### config.mk
export PLATFORM = sky130hd
export DESIGN_NAME = otfs_top
export DESIGN_NICKNAME = d
export VERILOG_FILES = /design/src/core/otfs_term_sel.v /design/src/core/otfs_top.v
export VERILOG_INCLUDE_DIRS = /design/src /design/src/core
export SDC_FILE = /design/constraint.sdc
export NUM_CORES = 1
export LEC_CHECK = 0
export BUFFER_PORTS_ARGS = -buffer_cell sky130_fd_sc_hd__buf_2
export CAP_MARGIN = 10
export CELL_PAD_IN_SITES_DETAIL_PLACEMENT = 1
export CELL_PAD_IN_SITES_GLOBAL_PLACEMENT = 2
export CORE_ASPECT_RATIO = 2
export CORE_MARGIN = 2
export CORE_UTILIZATION = 37
export DETAILED_ROUTE_END_ITERATION = 10
export PLACE_DENSITY_LB_ADDON = 0.1
export REMOVE_ABC_BUFFERS = 1
export SETUP_SLACK_MARGIN = 0.5
export SYNTH_ARGS = -nofsm -noshare
export SYNTH_HDL_FRONTEND = slang
export SYNTH_SLANG_ARGS = --single-unit
### constraint.sdc
create_clock -name aclk -period 6 [get_ports aclk]
set_clock_uncertainty 0.05 [all_clocks]
set_input_delay 1.2 -clock aclk [delete_from_list [all_inputs] [get_ports aclk]]
set_output_delay 1.2 -clock aclk [all_outputs]
set_load 0.02 [all_outputs]
### src/core/otfs_defines.vh
// register offsets, reset values, selection codes and fixed ratios of the output terminal selector
// assumes a 32-bit AXI4-Lite register bus with byte addresses
`ifndef OTFS_DEFINES_VH
`define OTFS_DEFINES_VH

// register byte offsets
`define OTFS_REG_SEL_RUN     8'h00
`define OTFS_REG_SEL_RELAY   8'h04
`define OTFS_REG_SEL_SO      8'h08
`define OTFS_REG_REMOTE      8'h0C
`define OTFS_REG_OC_THRESH   8'h10
`define OTFS_REG_OC_HOLD     8'h14
`define OTFS_REG_ZC_THRESH   8'h18
`define OTFS_REG_ZC_HOLD     8'h1C
`define OTFS_REG_MAINT_ALARM 8'h20
`define OTFS_REG_STATUS      8'h24
`define OTFS_REG_CLEAR       8'h28

// default selections after reset
`define OTFS_RST_SEL_RUN     8'h00
`define OTFS_RST_SEL_RELAY   8'h63
`define OTFS_RST_SEL_SO      8'h50

// code ranges
`define OTFS_CODE_NEG_BASE   8'h64
`define OTFS_CODE_LIMIT      8'hC8

// condition codes (source form)
`define OTFS_C_RUNNING       0
`define OTFS_C_UP_TO_SPEED   1
`define OTFS_C_OVERLOAD      3
`define OTFS_C_FREQ_DETECT   4
`define OTFS_C_BRAKE_PRE     7
`define OTFS_C_THERMAL_PRE   8
`define OTFS_C_READY         11
`define OTFS_C_OVERCURRENT   12
`define OTFS_C_ZERO_CURRENT  13
`define OTFS_C_LOOP_LOWER    14
`define OTFS_C_LOOP_UPPER    15
`define OTFS_C_LOOP_FORWARD  16
`define OTFS_C_FAN_FAULT     25
`define OTFS_C_HEATSINK_PRE  26
`define OTFS_C_MAINS_LOSS    46
`define OTFS_C_LOOP_ACTIVE   47
`define OTFS_C_RETRY         64
`define OTFS_C_LOOP_SLEEP    70
`define OTFS_C_SAFETY_STOP   80
`define OTFS_C_SAFETY_OK     81
`define OTFS_C_LIFE_ALARM    90
`define OTFS_C_POWER_OFF     91
`define OTFS_C_AVG_PULSE     93
`define OTFS_C_MAINT         95
`define OTFS_C_REMOTE        96
`define OTFS_C_MINOR_FAULT   98
`define OTFS_C_MAJOR_FAULT   99
`define OTFS_CODE_AVG_POS    8'h5D
`define OTFS_CODE_AVG_NEG    8'hC1

// prealarm ratio 85 % as 17/20
`define OTFS_PRE_NUM         5'h11
`define OTFS_PRE_DEN         5'h14

// bus answers
`define OTFS_RESP_OKAY       2'h0
`define OTFS_RESP_SLVERR     2'h2

`endif

### src/core/otfs_term_sel.v
// one output terminal selector: code to condition, polarity, registered level
// assumes the condition vector and code are synchronous to aclk
`include "otfs_defines.vh"

module otfs_term_sel #(
	parameter NCOND = 100
) (
	input  wire             aclk,
	input  wire             aresetn,
	input  wire [7:0]       code,
	input  wire [NCOND-1:0] cond,
	output reg              conduct
);

	reg       valid;
	reg       neg;
	reg [7:0] base;

	always @* begin
		valid = 1'b1;
		neg = 1'b0;
		base = code;
		if (code >= `OTFS_CODE_LIMIT) begin
			valid = 1'b0;
			base = 8'h00;
		end else if (code >= `OTFS_CODE_NEG_BASE) begin
			neg = 1'b1;
			base = code - `OTFS_CODE_NEG_BASE;
		end
	end

	always @(posedge aclk) begin
		if (!aresetn)
			conduct <= 1'b0;
		else
			conduct <= valid & (cond[base[6:0]] ^ neg);
	end

endmodule // otfs_term_sel

### src/core/otfs_top.v
// output terminal function selector: register file, condition logic, three terminals
// assumes status inputs synchronous to aclk and an AXI4-Lite master on the bus side
//
// What this block does
// - codes 8/108 drive thermal prealarm at 85 % of overload trip level.
// - codes 11/111 drive operation ready, also true while running.
// - codes 12/112 flag current above threshold for longer than hold time.
// - codes 13/113 flag power below threshold for longer than hold time.
// - codes 14/114 flag feedback below lower limit; 15/115 above upper limit.
// - codes 16/116 flag forward rotation commanded by regulator.
// - codes 25/125 flag cooling fan fault.
// - codes 26/126 flag heatsink at about 85 % of overheat temperature.
// - codes 46/146 flag mains-loss deceleration, latched until released.
// - codes 47/147 flag closed-loop regulation active.
// - codes 64/164 flag fault retry under way.
// - codes 70/170 flag regulator sleep in effect.
// - codes 80/180 flag safety stop holding output off.
// - codes 81/181 flag absence of safety circuit fault.
// - codes 90/190 drive OR of four end-of-life warnings.
// - codes 91/191 flag internal circuit or wiring fault.
// - codes 93/193 output pulse train; refused on relay terminal.
// - codes 95/195 flag maintenance counter at or above alarm setting.
// - codes 96/196 follow a software written remote bit.
// - codes 98/198 flag fan failure or communication warning.
// - codes 99/199 drive major fault alarm, cleared only by fault reset or clear register bit 1.
// - up-to-speed passes unfiltered; steady input gives steady terminal.
// - codes 0-99 positive polarity, 100-199 same condition negative.
// - true condition conducts on positive code, not on negative code.
// - terminals select independently; one condition may feed several.
// - reset selections: first 0, relay 99, second 80.
//
// Design decisions made here: the AXI4-Lite interface to the registers and the placing of the registers.
`include "otfs_defines.vh"

module otfs_top #(
	parameter DW = 16
) (
	input  wire          aclk,
	input  wire          aresetn,
	input  wire [7:0]    s_axi_awaddr,
	input  wire          s_axi_awvalid,
	output reg           s_axi_awready,
	input  wire [31:0]   s_axi_wdata,
	input  wire [3:0]    s_axi_wstrb,
	input  wire          s_axi_wvalid,
	output reg           s_axi_wready,
	output reg  [1:0]    s_axi_bresp,
	output reg           s_axi_bvalid,
	input  wire          s_axi_bready,
	input  wire [7:0]    s_axi_araddr,
	input  wire          s_axi_arvalid,
	output reg           s_axi_arready,
	output reg  [31:0]   s_axi_rdata,
	output reg  [1:0]    s_axi_rresp,
	output reg           s_axi_rvalid,
	input  wire          s_axi_rready,
	input  wire          drive_running,
	input  wire          up_to_speed_flag,
	input  wire          overload_alarm,
	input  wire          freq_detect,
	input  wire          brake_prealarm,
	input  wire [DW-1:0] overload_accum,
	input  wire [DW-1:0] overload_trip_level,
	input  wire          start_possible,
	input  wire [DW-1:0] output_current,
	input  wire [DW-1:0] output_power,
	input  wire [DW-1:0] loop_feedback,
	input  wire [DW-1:0] loop_lower_limit,
	input  wire [DW-1:0] loop_upper_limit,
	input  wire          loop_forward_flag,
	input  wire          loop_active,
	input  wire          loop_sleep,
	input  wire          fan_fault,
	input  wire [DW-1:0] heatsink_temp,
	input  wire [DW-1:0] heatsink_trip_temp,
	input  wire          mains_loss_decel,
	input  wire          mains_loss_release,
	input  wire          retry_active,
	input  wire          safety_stop,
	input  wire          safety_circuit_fault,
	input  wire [3:0]    life_warnings,
	input  wire          power_off_fault,
	input  wire          current_average_pulse,
	input  wire [DW-1:0] maint_counter,
	input  wire          comm_warning,
	input  wire          protective_trip,
	input  wire          fault_reset,
	output wire          run_terminal,
	output wire          relay_contact_terminal,
	output wire          so_terminal
);

	reg  [7:0]    sel_run;
	reg  [7:0]    sel_relay;
	reg  [7:0]    sel_so;
	reg  [2:0]    remote_out;
	reg  [DW-1:0] oc_thresh;
	reg  [DW-1:0] oc_hold;
	reg  [DW-1:0] zc_thresh;
	reg  [DW-1:0] zc_hold;
	reg  [DW-1:0] maint_alarm;
	reg           aw_full;
	reg           w_full;
	reg  [7:0]    aw_addr;
	reg  [31:0]   w_data;
	reg  [3:0]    w_strb;
	reg  [DW-1:0] oc_cnt;
	reg  [DW-1:0] zc_cnt;
	reg           overcurrent_detect;
	reg           zero_current_detect;
	reg           thermal_prealarm;
	reg           heatsink_prealarm;
	reg           mains_loss_decel_flag;
	reg           major_fault_alarm;
	reg           life_alarm;
	reg           maintenance_flag;
	reg           minor_fault;
	reg  [99:0]   cond;
	reg  [31:0]   rd_mux;
	reg           rd_err;
	reg  [7:0]    next_code;
	reg           next_code_ok;
	wire [31:0]   wmask;
	wire [DW-1:0] wval;
	wire          do_write;
	wire [DW+4:0] acc_x;
	wire [DW+4:0] trip_x;
	wire [DW+4:0] hs_x;
	wire [DW+4:0] hs_trip_x;
	wire          oc_above;
	wire          zc_below;
	wire          clr_mains;
	wire          clr_fault;
	wire [2:0]    term_level;

	assign wmask = {{8{w_strb[3]}}, {8{w_strb[2]}}, {8{w_strb[1]}}, {8{w_strb[0]}}};
	assign do_write = aw_full & w_full & ~s_axi_bvalid;
	assign acc_x = {5'h00, overload_accum};
	assign trip_x = {5'h00, overload_trip_level};
	assign hs_x = {5'h00, heatsink_temp};
	assign hs_trip_x = {5'h00, heatsink_trip_temp};
	assign oc_above = output_current > oc_thresh;
	assign zc_below = output_power < zc_thresh;
	assign clr_mains = mains_loss_release |
		(do_write && aw_addr == `OTFS_REG_CLEAR && w_strb[0] && w_data[0]);
	assign clr_fault = fault_reset |
		(do_write && aw_addr == `OTFS_REG_CLEAR && w_strb[0] && w_data[1]);
	assign wval = w_data[DW-1:0] & wmask[DW-1:0];

	// byte-merged selection code and its legality for the addressed terminal
	always @* begin
		next_code = w_strb[0] ? w_data[7:0] : 8'h00;
		next_code_ok = 1'b0;
		case (aw_addr)
			`OTFS_REG_SEL_RUN: begin
				next_code = w_strb[0] ? w_data[7:0] : sel_run;
				next_code_ok = 1'b1;
			end
			`OTFS_REG_SEL_RELAY: begin
				next_code = w_strb[0] ? w_data[7:0] : sel_relay;
				next_code_ok = next_code != `OTFS_CODE_AVG_POS && next_code != `OTFS_CODE_AVG_NEG;
			end
			`OTFS_REG_SEL_SO: begin
				next_code = w_strb[0] ? w_data[7:0] : sel_so;
				next_code_ok = 1'b1;
			end
			default: next_code_ok = 1'b0;
		endcase
		if (next_code >= `OTFS_CODE_LIMIT)
			next_code_ok = 1'b0;
	end

	// write channel: address and data taken in either order, answer after both
	always @(posedge aclk) begin
		if (!aresetn) begin
			s_axi_awready <= 1'b0;
			s_axi_wready <= 1'b0;
			s_axi_bvalid <= 1'b0;
			s_axi_bresp <= `OTFS_RESP_OKAY;
			aw_full <= 1'b0;
			w_full <= 1'b0;
			aw_addr <= 8'h00;
			w_data <= 32'h00000000;
			w_strb <= 4'h0;
		end else begin
			if (s_axi_awvalid && s_axi_awready) begin
				aw_full <= 1'b1;
				aw_addr <= {s_axi_awaddr[7:2], 2'b00};
				s_axi_awready <= 1'b0;
			end else if (!aw_full && !s_axi_bvalid)
				s_axi_awready <= 1'b1;
			if (s_axi_wvalid && s_axi_wready) begin
				w_full <= 1'b1;
				w_data <= s_axi_wdata;
				w_strb <= s_axi_wstrb;
				s_axi_wready <= 1'b0;
			end else if (!w_full && !s_axi_bvalid)
				s_axi_wready <= 1'b1;
			if (do_write) begin
				s_axi_bvalid <= 1'b1;
				case (aw_addr)
					`OTFS_REG_SEL_RUN, `OTFS_REG_SEL_RELAY, `OTFS_REG_SEL_SO:
						s_axi_bresp <= next_code_ok ? `OTFS_RESP_OKAY : `OTFS_RESP_SLVERR;
					`OTFS_REG_REMOTE, `OTFS_REG_OC_THRESH, `OTFS_REG_OC_HOLD, `OTFS_REG_ZC_THRESH,
					`OTFS_REG_ZC_HOLD, `OTFS_REG_MAINT_ALARM, `OTFS_REG_STATUS, `OTFS_REG_CLEAR:
						s_axi_bresp <= `OTFS_RESP_OKAY;
					default: s_axi_bresp <= `OTFS_RESP_SLVERR;
				endcase
			end else if (s_axi_bvalid && s_axi_bready) begin
				s_axi_bvalid <= 1'b0;
				aw_full <= 1'b0;
				w_full <= 1'b0;
			end
		end
	end

	// software-written registers
	always @(posedge aclk) begin
		if (!aresetn) begin
			sel_run <= `OTFS_RST_SEL_RUN;
			sel_relay <= `OTFS_RST_SEL_RELAY;
			sel_so <= `OTFS_RST_SEL_SO;
			remote_out <= 3'h0;
			oc_thresh <= {DW{1'b0}};
			oc_hold <= {DW{1'b0}};
			zc_thresh <= {DW{1'b0}};
			zc_hold <= {DW{1'b0}};
			maint_alarm <= {DW{1'b1}};
		end else if (do_write) begin
			case (aw_addr)
				`OTFS_REG_SEL_RUN:
					if (next_code_ok)
						sel_run <= next_code;
				`OTFS_REG_SEL_RELAY:
					if (next_code_ok)
						sel_relay <= next_code;
				`OTFS_REG_SEL_SO:
					if (next_code_ok)
						sel_so <= next_code;
				`OTFS_REG_REMOTE:
					if (w_strb[0])
						remote_out <= w_data[2:0];
				`OTFS_REG_OC_THRESH: oc_thresh <= (oc_thresh & ~wmask[DW-1:0]) | wval;
				`OTFS_REG_OC_HOLD: oc_hold <= (oc_hold & ~wmask[DW-1:0]) | wval;
				`OTFS_REG_ZC_THRESH: zc_thresh <= (zc_thresh & ~wmask[DW-1:0]) | wval;
				`OTFS_REG_ZC_HOLD: zc_hold <= (zc_hold & ~wmask[DW-1:0]) | wval;
				`OTFS_REG_MAINT_ALARM: maint_alarm <= (maint_alarm & ~wmask[DW-1:0]) | wval;
				default: remote_out <= remote_out;
			endcase
		end
	end

	// read data mux
	always @* begin
		rd_mux = 32'h00000000;
		rd_err = 1'b0;
		case ({s_axi_araddr[7:2], 2'b00})
			`OTFS_REG_SEL_RUN: rd_mux[7:0] = sel_run;
			`OTFS_REG_SEL_RELAY: rd_mux[7:0] = sel_relay;
			`OTFS_REG_SEL_SO: rd_mux[7:0] = sel_so;
			`OTFS_REG_REMOTE: rd_mux[2:0] = remote_out;
			`OTFS_REG_OC_THRESH: rd_mux[DW-1:0] = oc_thresh;
			`OTFS_REG_OC_HOLD: rd_mux[DW-1:0] = oc_hold;
			`OTFS_REG_ZC_THRESH: rd_mux[DW-1:0] = zc_thresh;
			`OTFS_REG_ZC_HOLD: rd_mux[DW-1:0] = zc_hold;
			`OTFS_REG_MAINT_ALARM: rd_mux[DW-1:0] = maint_alarm;
			`OTFS_REG_STATUS:
				rd_mux[10:0] = {maintenance_flag, life_alarm, major_fault_alarm, mains_loss_decel_flag,
					heatsink_prealarm, zero_current_detect, overcurrent_detect, thermal_prealarm, term_level};
			`OTFS_REG_CLEAR: rd_mux = 32'h00000000;
			default: rd_err = 1'b1;
		endcase
	end

	// read channel: answer one cycle after the address is taken
	always @(posedge aclk) begin
		if (!aresetn) begin
			s_axi_arready <= 1'b0;
			s_axi_rvalid <= 1'b0;
			s_axi_rdata <= 32'h00000000;
			s_axi_rresp <= `OTFS_RESP_OKAY;
		end else if (s_axi_arvalid && s_axi_arready) begin
			s_axi_arready <= 1'b0;
			s_axi_rvalid <= 1'b1;
			s_axi_rdata <= rd_mux;
			s_axi_rresp <= rd_err ? `OTFS_RESP_SLVERR : `OTFS_RESP_OKAY;
		end else if (s_axi_rvalid && s_axi_rready) begin
			s_axi_rvalid <= 1'b0;
			s_axi_arready <= 1'b1;
		end else if (!s_axi_rvalid)
			s_axi_arready <= 1'b1;
	end

	// hold-time detectors, saturating counters
	always @(posedge aclk) begin
		if (!aresetn) begin
			oc_cnt <= {DW{1'b0}};
			zc_cnt <= {DW{1'b0}};
			overcurrent_detect <= 1'b0;
			zero_current_detect <= 1'b0;
		end else begin
			if (!oc_above)
				oc_cnt <= {DW{1'b0}};
			else if (oc_cnt != {DW{1'b1}})
				oc_cnt <= oc_cnt + {{(DW-1){1'b0}}, 1'b1};
			if (!zc_below)
				zc_cnt <= {DW{1'b0}};
			else if (zc_cnt != {DW{1'b1}})
				zc_cnt <= zc_cnt + {{(DW-1){1'b0}}, 1'b1};
			overcurrent_detect <= oc_above && oc_cnt >= oc_hold;
			zero_current_detect <= zc_below && zc_cnt >= zc_hold;
		end
	end

	// prealarms, latches and fault summaries
	always @(posedge aclk) begin
		if (!aresetn) begin
			thermal_prealarm <= 1'b0;
			heatsink_prealarm <= 1'b0;
			mains_loss_decel_flag <= 1'b0;
			major_fault_alarm <= 1'b0;
			life_alarm <= 1'b0;
			maintenance_flag <= 1'b0;
			minor_fault <= 1'b0;
		end else begin
			thermal_prealarm <= acc_x * `OTFS_PRE_DEN >= trip_x * `OTFS_PRE_NUM;
			heatsink_prealarm <= hs_x * `OTFS_PRE_DEN >= hs_trip_x * `OTFS_PRE_NUM;
			if (mains_loss_decel)
				mains_loss_decel_flag <= 1'b1;
			else if (clr_mains)
				mains_loss_decel_flag <= 1'b0;
			if (protective_trip)
				major_fault_alarm <= 1'b1;
			else if (clr_fault)
				major_fault_alarm <= 1'b0;
			life_alarm <= |life_warnings;
			maintenance_flag <= maint_counter >= maint_alarm;
			minor_fault <= fan_fault | comm_warning;
		end
	end

	// condition vector indexed by source code
	always @* begin
		cond = 100'h0;
		cond[`OTFS_C_RUNNING] = drive_running;
		cond[`OTFS_C_UP_TO_SPEED] = up_to_speed_flag;
		cond[`OTFS_C_OVERLOAD] = overload_alarm;
		cond[`OTFS_C_FREQ_DETECT] = freq_detect;
		cond[`OTFS_C_BRAKE_PRE] = brake_prealarm;
		cond[`OTFS_C_THERMAL_PRE] = thermal_prealarm;
		cond[`OTFS_C_READY] = start_possible | drive_running;
		cond[`OTFS_C_OVERCURRENT] = overcurrent_detect;
		cond[`OTFS_C_ZERO_CURRENT] = zero_current_detect;
		cond[`OTFS_C_LOOP_LOWER] = loop_feedback < loop_lower_limit;
		cond[`OTFS_C_LOOP_UPPER] = loop_feedback > loop_upper_limit;
		cond[`OTFS_C_LOOP_FORWARD] = loop_forward_flag;
		cond[`OTFS_C_FAN_FAULT] = fan_fault;
		cond[`OTFS_C_HEATSINK_PRE] = heatsink_prealarm;
		cond[`OTFS_C_MAINS_LOSS] = mains_loss_decel_flag;
		cond[`OTFS_C_LOOP_ACTIVE] = loop_active;
		cond[`OTFS_C_RETRY] = retry_active;
		cond[`OTFS_C_LOOP_SLEEP] = loop_sleep;
		cond[`OTFS_C_SAFETY_STOP] = safety_stop;
		cond[`OTFS_C_SAFETY_OK] = ~safety_circuit_fault;
		cond[`OTFS_C_LIFE_ALARM] = life_alarm;
		cond[`OTFS_C_POWER_OFF] = power_off_fault;
		cond[`OTFS_C_AVG_PULSE] = current_average_pulse;
		cond[`OTFS_C_MAINT] = maintenance_flag;
		cond[`OTFS_C_MINOR_FAULT] = minor_fault;
		cond[`OTFS_C_MAJOR_FAULT] = major_fault_alarm;
	end

	// one independent selector per terminal, each with its own remote bit
	otfs_term_sel #(.NCOND(100)) u_sel_run (
		.aclk    (aclk),
		.aresetn (aresetn),
		.code    (sel_run),
		.cond    (cond | ({99'h0, remote_out[0]} << `OTFS_C_REMOTE)),
		.conduct (term_level[0])
	);

	otfs_term_sel #(.NCOND(100)) u_sel_relay (
		.aclk    (aclk),
		.aresetn (aresetn),
		.code    (sel_relay),
		.cond    (cond | ({99'h0, remote_out[1]} << `OTFS_C_REMOTE)),
		.conduct (term_level[1])
	);

	otfs_term_sel #(.NCOND(100)) u_sel_so (
		.aclk    (aclk),
		.aresetn (aresetn),
		.code    (sel_so),
		.cond    (cond | ({99'h0, remote_out[2]} << `OTFS_C_REMOTE)),
		.conduct (term_level[2])
	);

	assign run_terminal = term_level[0];
	assign relay_contact_terminal = term_level[1];
	assign so_terminal = term_level[2];

endmodule // otfs_top

# ---- After elaboration in Yosys (flattened, before gate mapping)
# Index checks and enable logic that the tools add are counted.
dict set report classes {
  addsub 5
  multipliers 4
  magnitude_cmp 19
  n_eq_ne 25
  muxes 51
  bitwise 30
  reduce_logical 42
}
# op n
set ops {}
lappend ops {{100-bit by 97-bit OR with 100-bit output} 3}
lappend ops {{16-bit AND} 6}
lappend ops {{16-bit OR} 5}
lappend ops {{6-bit by 3-bit == test with 1-bit output, second input constant} 8}
lappend ops {{16-bit >= comparator} 3}
lappend ops {{5-bit case mux with 9 select lines} 1}
lappend ops {{21-bit >= comparator} 2}
lappend ops {{16-bit by 5-bit multiplier with 21-bit output, second input constant} 2}
lappend ops {{7-bit two-way mux} 6}
lappend ops {{16-bit by 3-bit multiplier with 19-bit output, second input constant} 2}
lappend ops {{6-bit by 4-bit == test with 1-bit output, second input constant} 6}
lappend ops {{16-bit by 1-bit adder with 16-bit output, second input constant} 2}
lappend ops {{8-bit >= comparator, second input constant} 4}
lappend ops {{16-bit greater-than comparator} 2}
lappend ops {{16-bit less-than comparator} 2}
lappend ops {{8-bit two-way mux} 4}
lappend ops {{16-bit inequality test, second input constant} 2}
lappend ops {{3-bit case mux with 10 select lines} 1}
lappend ops {{1-bit two-way mux} 29}
lappend ops {{5-bit case mux with 5 select lines} 1}
lappend ops {{6-bit by 2-bit == test with 1-bit output, second input constant} 4}
lappend ops {{8-bit by 7-bit >= comparator with 1-bit output, second input constant} 3}
lappend ops {{7-bit by 8-bit less-than comparator with 1-bit output, second input constant} 3}
lappend ops {{8-bit case mux with 3 select lines} 1}
lappend ops {{27 further kinds} 74}
dict set report word_totals {
  regBits 202
  input_bits 243
  output_inout_bits 44
  elab_cells 212
}

# ---- Logic depth before layout (Yosys ltp)
# Gate-level depths: netlist (run 1).
dict set report depth {
  depth_word 8
  depth_mapped 18
  mapped_depth_nobuf 18
}

# ---- Modules after synthesis
# Synthesis (run 1) repeated with hierarchy kept, for this count alone.
dict set report unflattened {
  cells_unflattened 2586
  area_unflattened_um2 20233.2
}
# module instances cells_per_inst area_each_um2 seq_area_each_um2
set by_module_without_submodules {}
lappend by_module_without_submodules {otfs_top 1 1872 15379.8 3943.8}
lappend by_module_without_submodules {otfs_term_sel 3 238 1617.8 20.0}

# ---- Least setup slack after synthesis (run 1)
# No wires, ideal clock.
dict set report synth_path {
  kind {input to register}
  startpoint {in overload_trip_level[1]}
  endpoint {reg thermal_prealarm}
  setup_time_ps 74
  arrival_ps 4148
  required_ps 5876
  slack_ps 1727
  stages 17
  path_buffers 0
  path_cell_list {ha_1 ha_1 inv_1 fa_1 nor2b_1 o21ai_0 a21oi_1 o21ai_0 a21oi_1 a41oi_1 a211oi_1 xnor2_1 ha_1 nand4_1 nor4_1 nand3_1 a31oi_1}
}
dict set report synth_between {
  elab_chain_len 2
}
# item line_no
set synth_rtl {}
lappend synth_rtl {{start: declaration} otfs_top.v:63} ;# input wire [DW-1:0] overload_trip_level,
lappend synth_rtl {{16-bit by 5-bit multiplier with 21-bit output (no source line)} --}
lappend synth_rtl {{21-bit >= comparator (no source line)} --}
lappend synth_rtl {{end signal: assignment} otfs_top.v:326} ;# thermal_prealarm <= acc_x * `OTFS_PRE_DEN >= trip_x * `OTFS_PRE_NUM;
lappend synth_rtl {{end: declaration} otfs_top.v:111} ;# reg thermal_prealarm;
# No other way between the ends.
# A chain may end at the register's enable or synchronous reset.

# ---- Final worst setup path (run 1)
# Same ends and word-level chain as after synthesis.

==> impl.org, run 1 <==
** Run status
- The run finished with clean final reports.

** Power
- Power after layout :: about 3.6 mW
- The share of total power dissipated in combinational logic is 0.264.
- Of the total power, registers draw 0.396.
- The worst-case IR drop observed on VDD is 0.194 mV.
- Summed over all nets, the switching power comes to 1.16 mW.
- For this design the static power due to leakage is ~8.8 nW.
- Of the total power, the clock network draws 0.340.
- Areal power density over the cells :: ~180 nW/um^2
- Power Internal :: 2.41 mW
- Switching power share of the total :: 0.325

** Global route
- Total overflow reported by the global router :: 0
- The initial antenna violation count was 6.
- Maximum number of pins on one net before global-route repair :: between 60 and 70
- The first global-routing pass estimated approximately 100 mm of wire.
- For this run, the total global-route usage over all layers was measured as 0.277.
- Vias in the first global route :: roughly 18000

** Logic synthesis
- Count of flip-flops with a built-in enable after synthesis :: 0
- Mapped cell area :: around 17000 um^2
- The most used flip-flop cell after synthesis is dfxtp_1.
- For this run, the number of Yosys warnings is 0.
- In the synthesized netlist, the number of instances is approximately 2200.
- A synthesized cell averages ~8 um^2.
- Count of unique library cells instantiated by Yosys :: 96
- Share of synthesized flip-flops with an asynchronous set or reset :: 0
- Number of flip-flops and latches in the synthesized netlist :: 200
- Fraction of the yosys area taken by sequential cells :: 0.231

** Clock network
- No sink is reached through more buffers than the 2 on the longest clock path.
- H-tree levels :: 4
- Clock network latency to the later pin of the worst-skew pair :: ~0.47 ns
- Hold-fix buffers, CTS :: 0
- Setup Buffers After CTS :: 0
- Counting every sink on the clock net gives 200.
- Root Buffer :: clkbuf_16
- TritonCTS built the clock tree.
- In this run, CTS created clock tree buffers numbering 17.
- Gates resized during post-CTS repair numbered 0.
- Clock-pin slew reported for the worst setup and hold paths after clock tree synthesis :: about 0.080 ns

** STA
- Hold is met by 0.414 ns.
- Max Transition Viols Final :: 0
- For the pin with the worst max-slew slack, the measured transition is 1.19 ns.
- Tightest slew margin relative to the limit :: 0.199
- The final count of hold timing violations is 0.
- Crit share post-route :: 0.745
- Final setup TNS :: 0 ns
- Setup repair after global routing left no endpoint under its margin.
- Final count of negative-setup-slack endpoints :: 0
- Fin crit period :: around 4.5 ns
- Based on the critical path, the design can be clocked at up to 224 MHz.

** Detailed routing
- The routed layout has between 15000 and 20000 vias.
- For this run, the detailed router's first-pass iteration total came to 8.
- Dividing the detail-routed wire length by the instance count gives roughly 22 um.
- After the first detailed-routing iteration, the DRC count stood at 697.
- Final WL :: 66.7 mm
- Number of remaining DRC errors :: 0
- In this run the remaining antenna-violating nets after routing total 0.
- Average vias per placed instance :: about 5.7

** Setup path
- At the worst endpoint, the required time is approximately 6.3 ns.
- In this design, the stage delay of the slowest critical-path cell is about 0.40 ns.
- For the worst setup path, the data arrival time is about 4.8 ns.
- The slowest stage of the critical path belongs to the cell fa_1.
- The worst setup path is launched from a primary input.
- The worst setup path is captured at a register.
- Along the worst path, the maximum fanout reaches 3.
- In this design, the critical path's most frequently occurring cell is ha_1.
- Series of cell instances along the critical path :: buf_2 -> ha_1 -> ha_1 -> inv_1 -> fa_1 -> nor2b_1 -> o21ai_0 -> a21oi_1 -> o21ai_0 -> a21oi_1 -> a41oi_1 -> a211oi_1 -> xnor2_1 -> ha_1 -> nand4_1 -> nor4_1 -> nand3_1 -> a31oi_1
- Critical path class :: primary input to register

** Place
- At the end of routability-driven placement, the weighted congestion stood at just over 0.9.
- Buffers placed on the I/O ports in this run total ~250.
- Summed over all nets, the half-perimeter wirelength after detailed placement is between 50 and 60 mm.
- Post-DP Area :: between 15000 and 20000 um^2
- After detailed placement, the design holds a cell count of a little under 3000.

** Floorplan
- The initialized floorplan defines roughly 110 standard-cell rows.
- Core Area :: about 47000 um^2
- The initial utilization of the core area, before any placement, comes to 0.373.
- The die is 157 um wide.
- From bottom edge to top edge, the die measures slightly above 300 um.
- Floorplan die area :: a little under 50000 um^2
- In this run the count of I/O pins placed on the die edge is 287.

** Cells and area
- In the final design database the tool counted roughly 2900 nets.
- In the final layout, the share of cells above drive strength 1 is 0.142.
- After the flow finishes, the layout carries non-filler instances totaling approximately 3000.
- Total non-filler cell area in the finished layout :: approximately 20000 um^2
- From synthesis to final layout, the design area changed by 13.2%.
- The top cell types in the final layout, fill and taps aside, are ha_1, buf_2, nand2_1, dfxtp_1, inv_1.
- The library cell used most frequently in the layout, excluding fill and tap cells, is ha_1.

** Run
- Max-cap violations in this run came to 0.

** Worst hold path
- Type of the worst min-delay path :: register to register
-- cell usage after synthesis, drive strengths merged, types with 19 or more instances --
library cell | number | share of area
ha | 263 | 0.19
nand2 | 209 | 0.045
dfxtp | 200 | 0.23
inv | 174 | 0.038
a21oi | 167 | 0.049
nor2 | 151 | 0.033
mux2i | 96 | 0.055
o21ai | 88 | 0.025
nand3 | 82 | 0.024
clkbuf | 65 | 0.014
a21o | 58 | 0.025
nor3 | 45 | 0.014
buf | 43 | 0.016
xnor2 | 38 | 0.019
nand2b | 30 | 0.011
nand4 | 30 | 0.011
xor2 | 30 | 0.015
a31oi | 29 | 0.010
a22oi | 23 | 0.010
o21a | 23 | 0.010
nor2b | 22 | 0.0079
o211ai | 21 | 0.0091
a221oi | 20 | 0.010
a211oi | 19 | 0.0089
and3 | 19 | 0.0069
-- final timing paths --
path                                              from                   to  slack, ns  depth (start not counted)
worst max-delay path            overload_trip_level[1]     thermal_prealarm       1.53                         18
worst min register to register          s_axi_rdata[2]       s_axi_rdata[2]       0.41                          1
worst max register to register            sel_relay[3]  u_sel_relay.conduct       2.60                          9
worst min-delay path                    s_axi_rdata[2]       s_axi_rdata[2]       0.41                          1
-- per-layer routing --
metal	track usage	wire length, um
met1	0.247	21800
met4	0.193	5190
met2	0.556	37100
met5	0	50
met3	0.0352	2450
-- critical path: cells and delay by family --
| kind | cells | cell delay (ns) |
|---|---|---|
| simple gates | 4 | 0.70 |
| xor+xnor | 1 | 0.12 |
| fa+ha+maj | 4 | 1.15 |
| compound gates | 7 | 1.46 |
| buf+inv | 2 | 0.18 |
-- cells by family after synthesis --
kind of cell / count (synthesis) / share of synthesized area
compound gates: 568 / 0.221
simple gates: 672 / 0.189
buf+inv: 282 / 0.0679
mux: 104 / 0.0628
fa+ha+maj: 267 / 0.194
flops: 200 / 0.231
xor+xnor: 68 / 0.0343
other cells: 1 / 0.000216
-- cell type report --
class	instances	area, um^2
clock inverter	10	118
inverter	174	656
antenna	2	5.00
timing repair buffer	262	1350
clock buffer	22	474
multi-input combinational	1697	12200
sequential	200	4000
tap	627	785
fill	5810	26900
-- through the flow --
| step | utilization | setup WS (ns) |
|---|---|---|
| final | 0.422 | 1.53 |
| after floorplan | - | 1.70 |
| after global routing | 0.422 | 1.28 |
| after global placement | 0.409 | 1.26 |
| after CTS | 0.422 | 1.58 |
| after detailed placement | 0.409 | 1.09 |
-- power by group through the flow --
stage,registers (mW),clock network [mW],logic (mW)
2_1_floorplan,1.42,0,0.605
4_1_cts,1.41,1.24,0.958
3_3_place_gp,1.44,0,0.899
3_5_place_dp,1.44,0,0.951
5_1_grt,1.41,1.28,1.07
6_report,1.41,1.21,0.940
(Power assumes the default switching activity.)
==> run 2: changes to the inputs <==
--- a/config.mk
+++ b/config.mk
@@ -12,7 +12,7 @@
 export CELL_PAD_IN_SITES_GLOBAL_PLACEMENT = 2
 export CORE_ASPECT_RATIO = 2
 export CORE_MARGIN = 2
-export CORE_UTILIZATION = 37
+export CORE_UTILIZATION = 34
 export DETAILED_ROUTE_END_ITERATION = 10
 export PLACE_DENSITY_LB_ADDON = 0.1
 export REMOVE_ABC_BUFFERS = 1
==> constraint.sdc (replaced) <==
create_clock -name aclk -period 4.5 [get_ports aclk]
set_clock_uncertainty 0.05 [all_clocks]
set_input_delay 0.9 -clock aclk [delete_from_list [all_inputs] [get_ports aclk]]
set_output_delay 0.9 -clock aclk [all_outputs]
set_load 0.02 [all_outputs]
==> run 2 against run 1 <==
Net effect: sequential power up 33%; wire length up 1.7%; global-route usage decreased by 2.0 points; worst hold slack worse by 0.0029 ns; sequential cell count did not move; first-iteration DRC count down 2.3%; register-to-register slack lost 1.5 ns; die area is 8.7% higher; critical endpoint is now heatsink_prealarm.
==> impl.org, run 2 (same netlist as run 1, synthesis figures left out) <==
** Run status
- The flow ran to the end, and the final reports show no timing, DRC or antenna violations.

** Global route
- The total congestion overflow after global routing was 0 (unchanged).
- Maximum number of pins on one net before global-route repair :: 69 (+11%)
- Vias in the first global route :: 18500 (+0.22%)
- Global-route usage over all layers :: 0.257 (-0.0200)
- Number of antenna violations at the first check in global routing :: 5 (-1)
- First-pass GRT wire length :: 103 mm (+0.95%)

** Setup path
- The number of cells traversed by the worst register-to-register path came to 10 (+1).
- The critical path goes through buf_2 -> ha_1 -> ha_1 -> inv_1 -> fa_1 -> nor2b_1 -> o21ai_0 -> a21oi_1 -> o21ai_1 -> a21oi_2 -> a41oi_2 -> a211oi_2 -> xnor2_1 -> ha_1 -> nand4_1 -> nor4_1 -> o21ai_0 -> nand3_1.
- Critical-path maximum fanout :: 3 (unchanged)
- Data arrival, critical path :: 4.21 ns (-0.60 ns)
- Cell occurring most often along the worst timing path :: ha_1
- The data required time at the worst endpoint is 4.91 ns (-1.43 ns).
- The largest stage delay on the critical path is 0.40 ns (about the same).
- Register-to-register setup slack :: 1.12 ns (-1.48 ns)
- Slowest stage cell on the critical path :: fa_1
- Kind of start point of the critical path :: primary input
- Endpoint class of the critical path :: register
- Critical path class :: primary input to register

** Place
- The number of instances in the placed design is 3000 (+1.4%).
- Dpl hpwl :: 56.6 mm (+2.4%)
- Global placer's final weighted congestion :: 0.897 (-1.2%)
- The count of port buffers added during placement was 246 (unchanged).
- The placement-stage worst setup slack is -0.0352 ns (-1.12 ns).

** STA
- Setup repair after global routing could not meet its margin everywhere.
- The relative max-transition margin was 0.235 (+0.0365).
- Worst slew pin tran :: 1.14 ns (-0.0529 ns)
- Final setup TNS :: 0 ns (unchanged)
- Worst setup slack after layout :: 0.700 ns (-0.828 ns)
- Based on the critical path, the design can be clocked at up to approximately 260 MHz.
- The final count of hold timing violations came to 0 (unchanged).
- The final-report setup violation count came to 0 (unchanged).
- The max-slew violation total from the final report was 0 (unchanged).
- Crit share post-route :: 0.844
- The routed design could run at a clock period as short as between 3 and 4 ns.

** Detailed routing
- The post-detailed-routing wire length is 67.8 mm (+1.7%).
- Detailed-route wire length per cell :: 22.3 um (+0.37%)
- Detailed router's first-iteration violation count :: 681 (-2.3%)
- Routed via count :: 17000 (-0.56%)
- The via-per-instance ratio came to 5.61 (-1.9%).
- Antenna Violating Nets Remaining :: 0 (unchanged)
- The total DRC errors in the routed layout is 0 (unchanged).
- Number of search-and-repair iterations in the first detailed-routing pass :: 6 (-2)

** Floorplan
- The area of the die was 52900 um^2 (+8.7%).
- Ports :: 287 (unchanged)
- The vertical die dimension came to 323 um (+4.3%).
- The total number of placement rows is 117 (+4.5%).
- Horiz. Die Dim :: 164 um (+4.2%)
- Initial Util :: 0.342 (-0.0304)
- Core Area :: 50700 um^2 (+8.9%)

** Cells and area
- Non-Filler Instances :: 3034 (+1.3%)
- Proportion of layout cells with a drive suffix above 1 :: 0.151 (+0.00889)
- Filler instances :: 6291 (+8.3%)
- From synthesis to final layout, the design area changed by 14.8%.
- Most frequent cells in the layout :: ha_1, buf_2, nand2_1, dfxtp_1, inv_1
- Most common library cell in the layout ignoring fill and taps :: ha_1
- Net count reported at finish :: 2884 (+0.77%)
- The final core utilization is 0.393 (-0.0287).

** Clock network
- H-tree levels :: 4 (unchanged)
- Clock network latency to the later pin of the worst-skew pair :: 0.52 ns (+0.05 ns)
- The clock-pin slew on the worst setup and hold paths was 0.07 ns (about the same).
- Root Buffer :: clkbuf_16
- The number of buffers inserted during clock tree synthesis was 25 (+8).
- Hold-fix buffers, CTS :: 0 (unchanged)
- Clock buffer depth :: 3 (+1)
- The number of sinks driven by the clock tree was 200 (unchanged).
- CTS tree :: done

** Power
- The highest ir drop seen on vdd is 0.217 mV (+12%).
- The power density over the cells was 247 nW/um^2 (+36%).
- The leakage power was 8.91 nW (+1.3%).

** Run
- Count of max-cap constraint violations :: 0 (unchanged)

** Worst hold path
- Type of the worst min-delay path :: register to register
- Worst Hold Path Cells :: 2 (+1)
[run 2: cell types whose count changed in the layout (fill, tap and decap cells not counted), moves of 2 or more]
| cell | delta |
|---|---|
| a211oi_1 | -3 |
| a21oi_2 | +3 |
| clkinv_2 | -2 |
| buf_4 | +13 |
| a41oi_1 | -2 |
| a211oi_2 | +3 |
| a41oi_2 | +2 |
| o21ai_1 | +2 |
| bufinv_16 | -2 |
| o21ai_0 | -2 |
| clkinv_4 | -3 |
| clkbuf_16 | +8 |
| a21oi_1 | -3 |
[run 2: critical path, delay by kind of cell]
| kind | cells | cell delay [ns] |
|---|---|---|
| AO/OA/AOI/OAI | 7 | 1.25 |
| XOR/XNOR | 1 | 0.11 |
| adder cells (fa/ha/maj) | 4 | 1.14 |
| buffers and inverters | 2 | 0.18 |
| AND/OR/NAND/NOR | 4 | 0.62 |
[run 2: what timing repair did]
item                                    4_1_cts  5_1_grt
endpoints found under the setup margin        0        2
buffers inserted                              0        1
resized for setup                             0       12
[run 2: report_power, final]
group	leakage, nW	total [mW]	switching (mW)	internal [mW]
Sequential	1.62	1.88	0.0744	1.80
Clock	0.328	1.77	0.746	1.03
Combinational	6.96	1.27	0.720	0.549
Total	8.91	4.92	1.54	3.38
[run 2: area by class of cell]
cell class / count / area, um^2 / area share
antenna: 2 / 5.00 / 0.000251
clock buffer: 28 / 657 / 0.0330
clock inverter: 3 / 20.0 / 0.00101
inverter: 174 / 656 / 0.0329
multi-input combinational: 1697 / 12300 / 0.617
sequential: 200 / 4000 / 0.201
tap: 654 / 818 / 0.0411
timing repair buffer: 276 / 1470 / 0.0738
[run 2: worst paths after layout]
kind                              start                  end
setup / recovery  heatsink_trip_temp[5]    heatsink_prealarm
setup reg to reg           sel_relay[3]  u_sel_relay.conduct
hold reg to reg          s_axi_rdata[6]       s_axi_rdata[6]
hold / removal           s_axi_rdata[6]       s_axi_rdata[6]
[run 2: per-layer routing]
| layer | share of wire | vias up | track usage |
|---|---|---|---|
| met5 | 0.00068 | - | 0 |
| met4 | 0.056 | 8 | 0.134 |
| met3 | 0.036 | 128 | 0.0312 |
| met2 | 0.57 | 453 | 0.532 |
| met1 | 0.34 | 8220 | 0.235 |
| li1 | - | 8205 | - |
[run 2: metrics by stage]
stage | total power, mW | instance area (um^2) | hold slack (ns)
finish | 4.92 | 19900 | 0.411
floorplan | 2.70 | 16900 | 0.396
global route | 5.22 | 19900 | 0.448
global placement | 3.14 | 19200 | 0.389
CTS | 4.98 | 19800 | 0.414
detailed placement | 3.19 | 19200 | 0.405
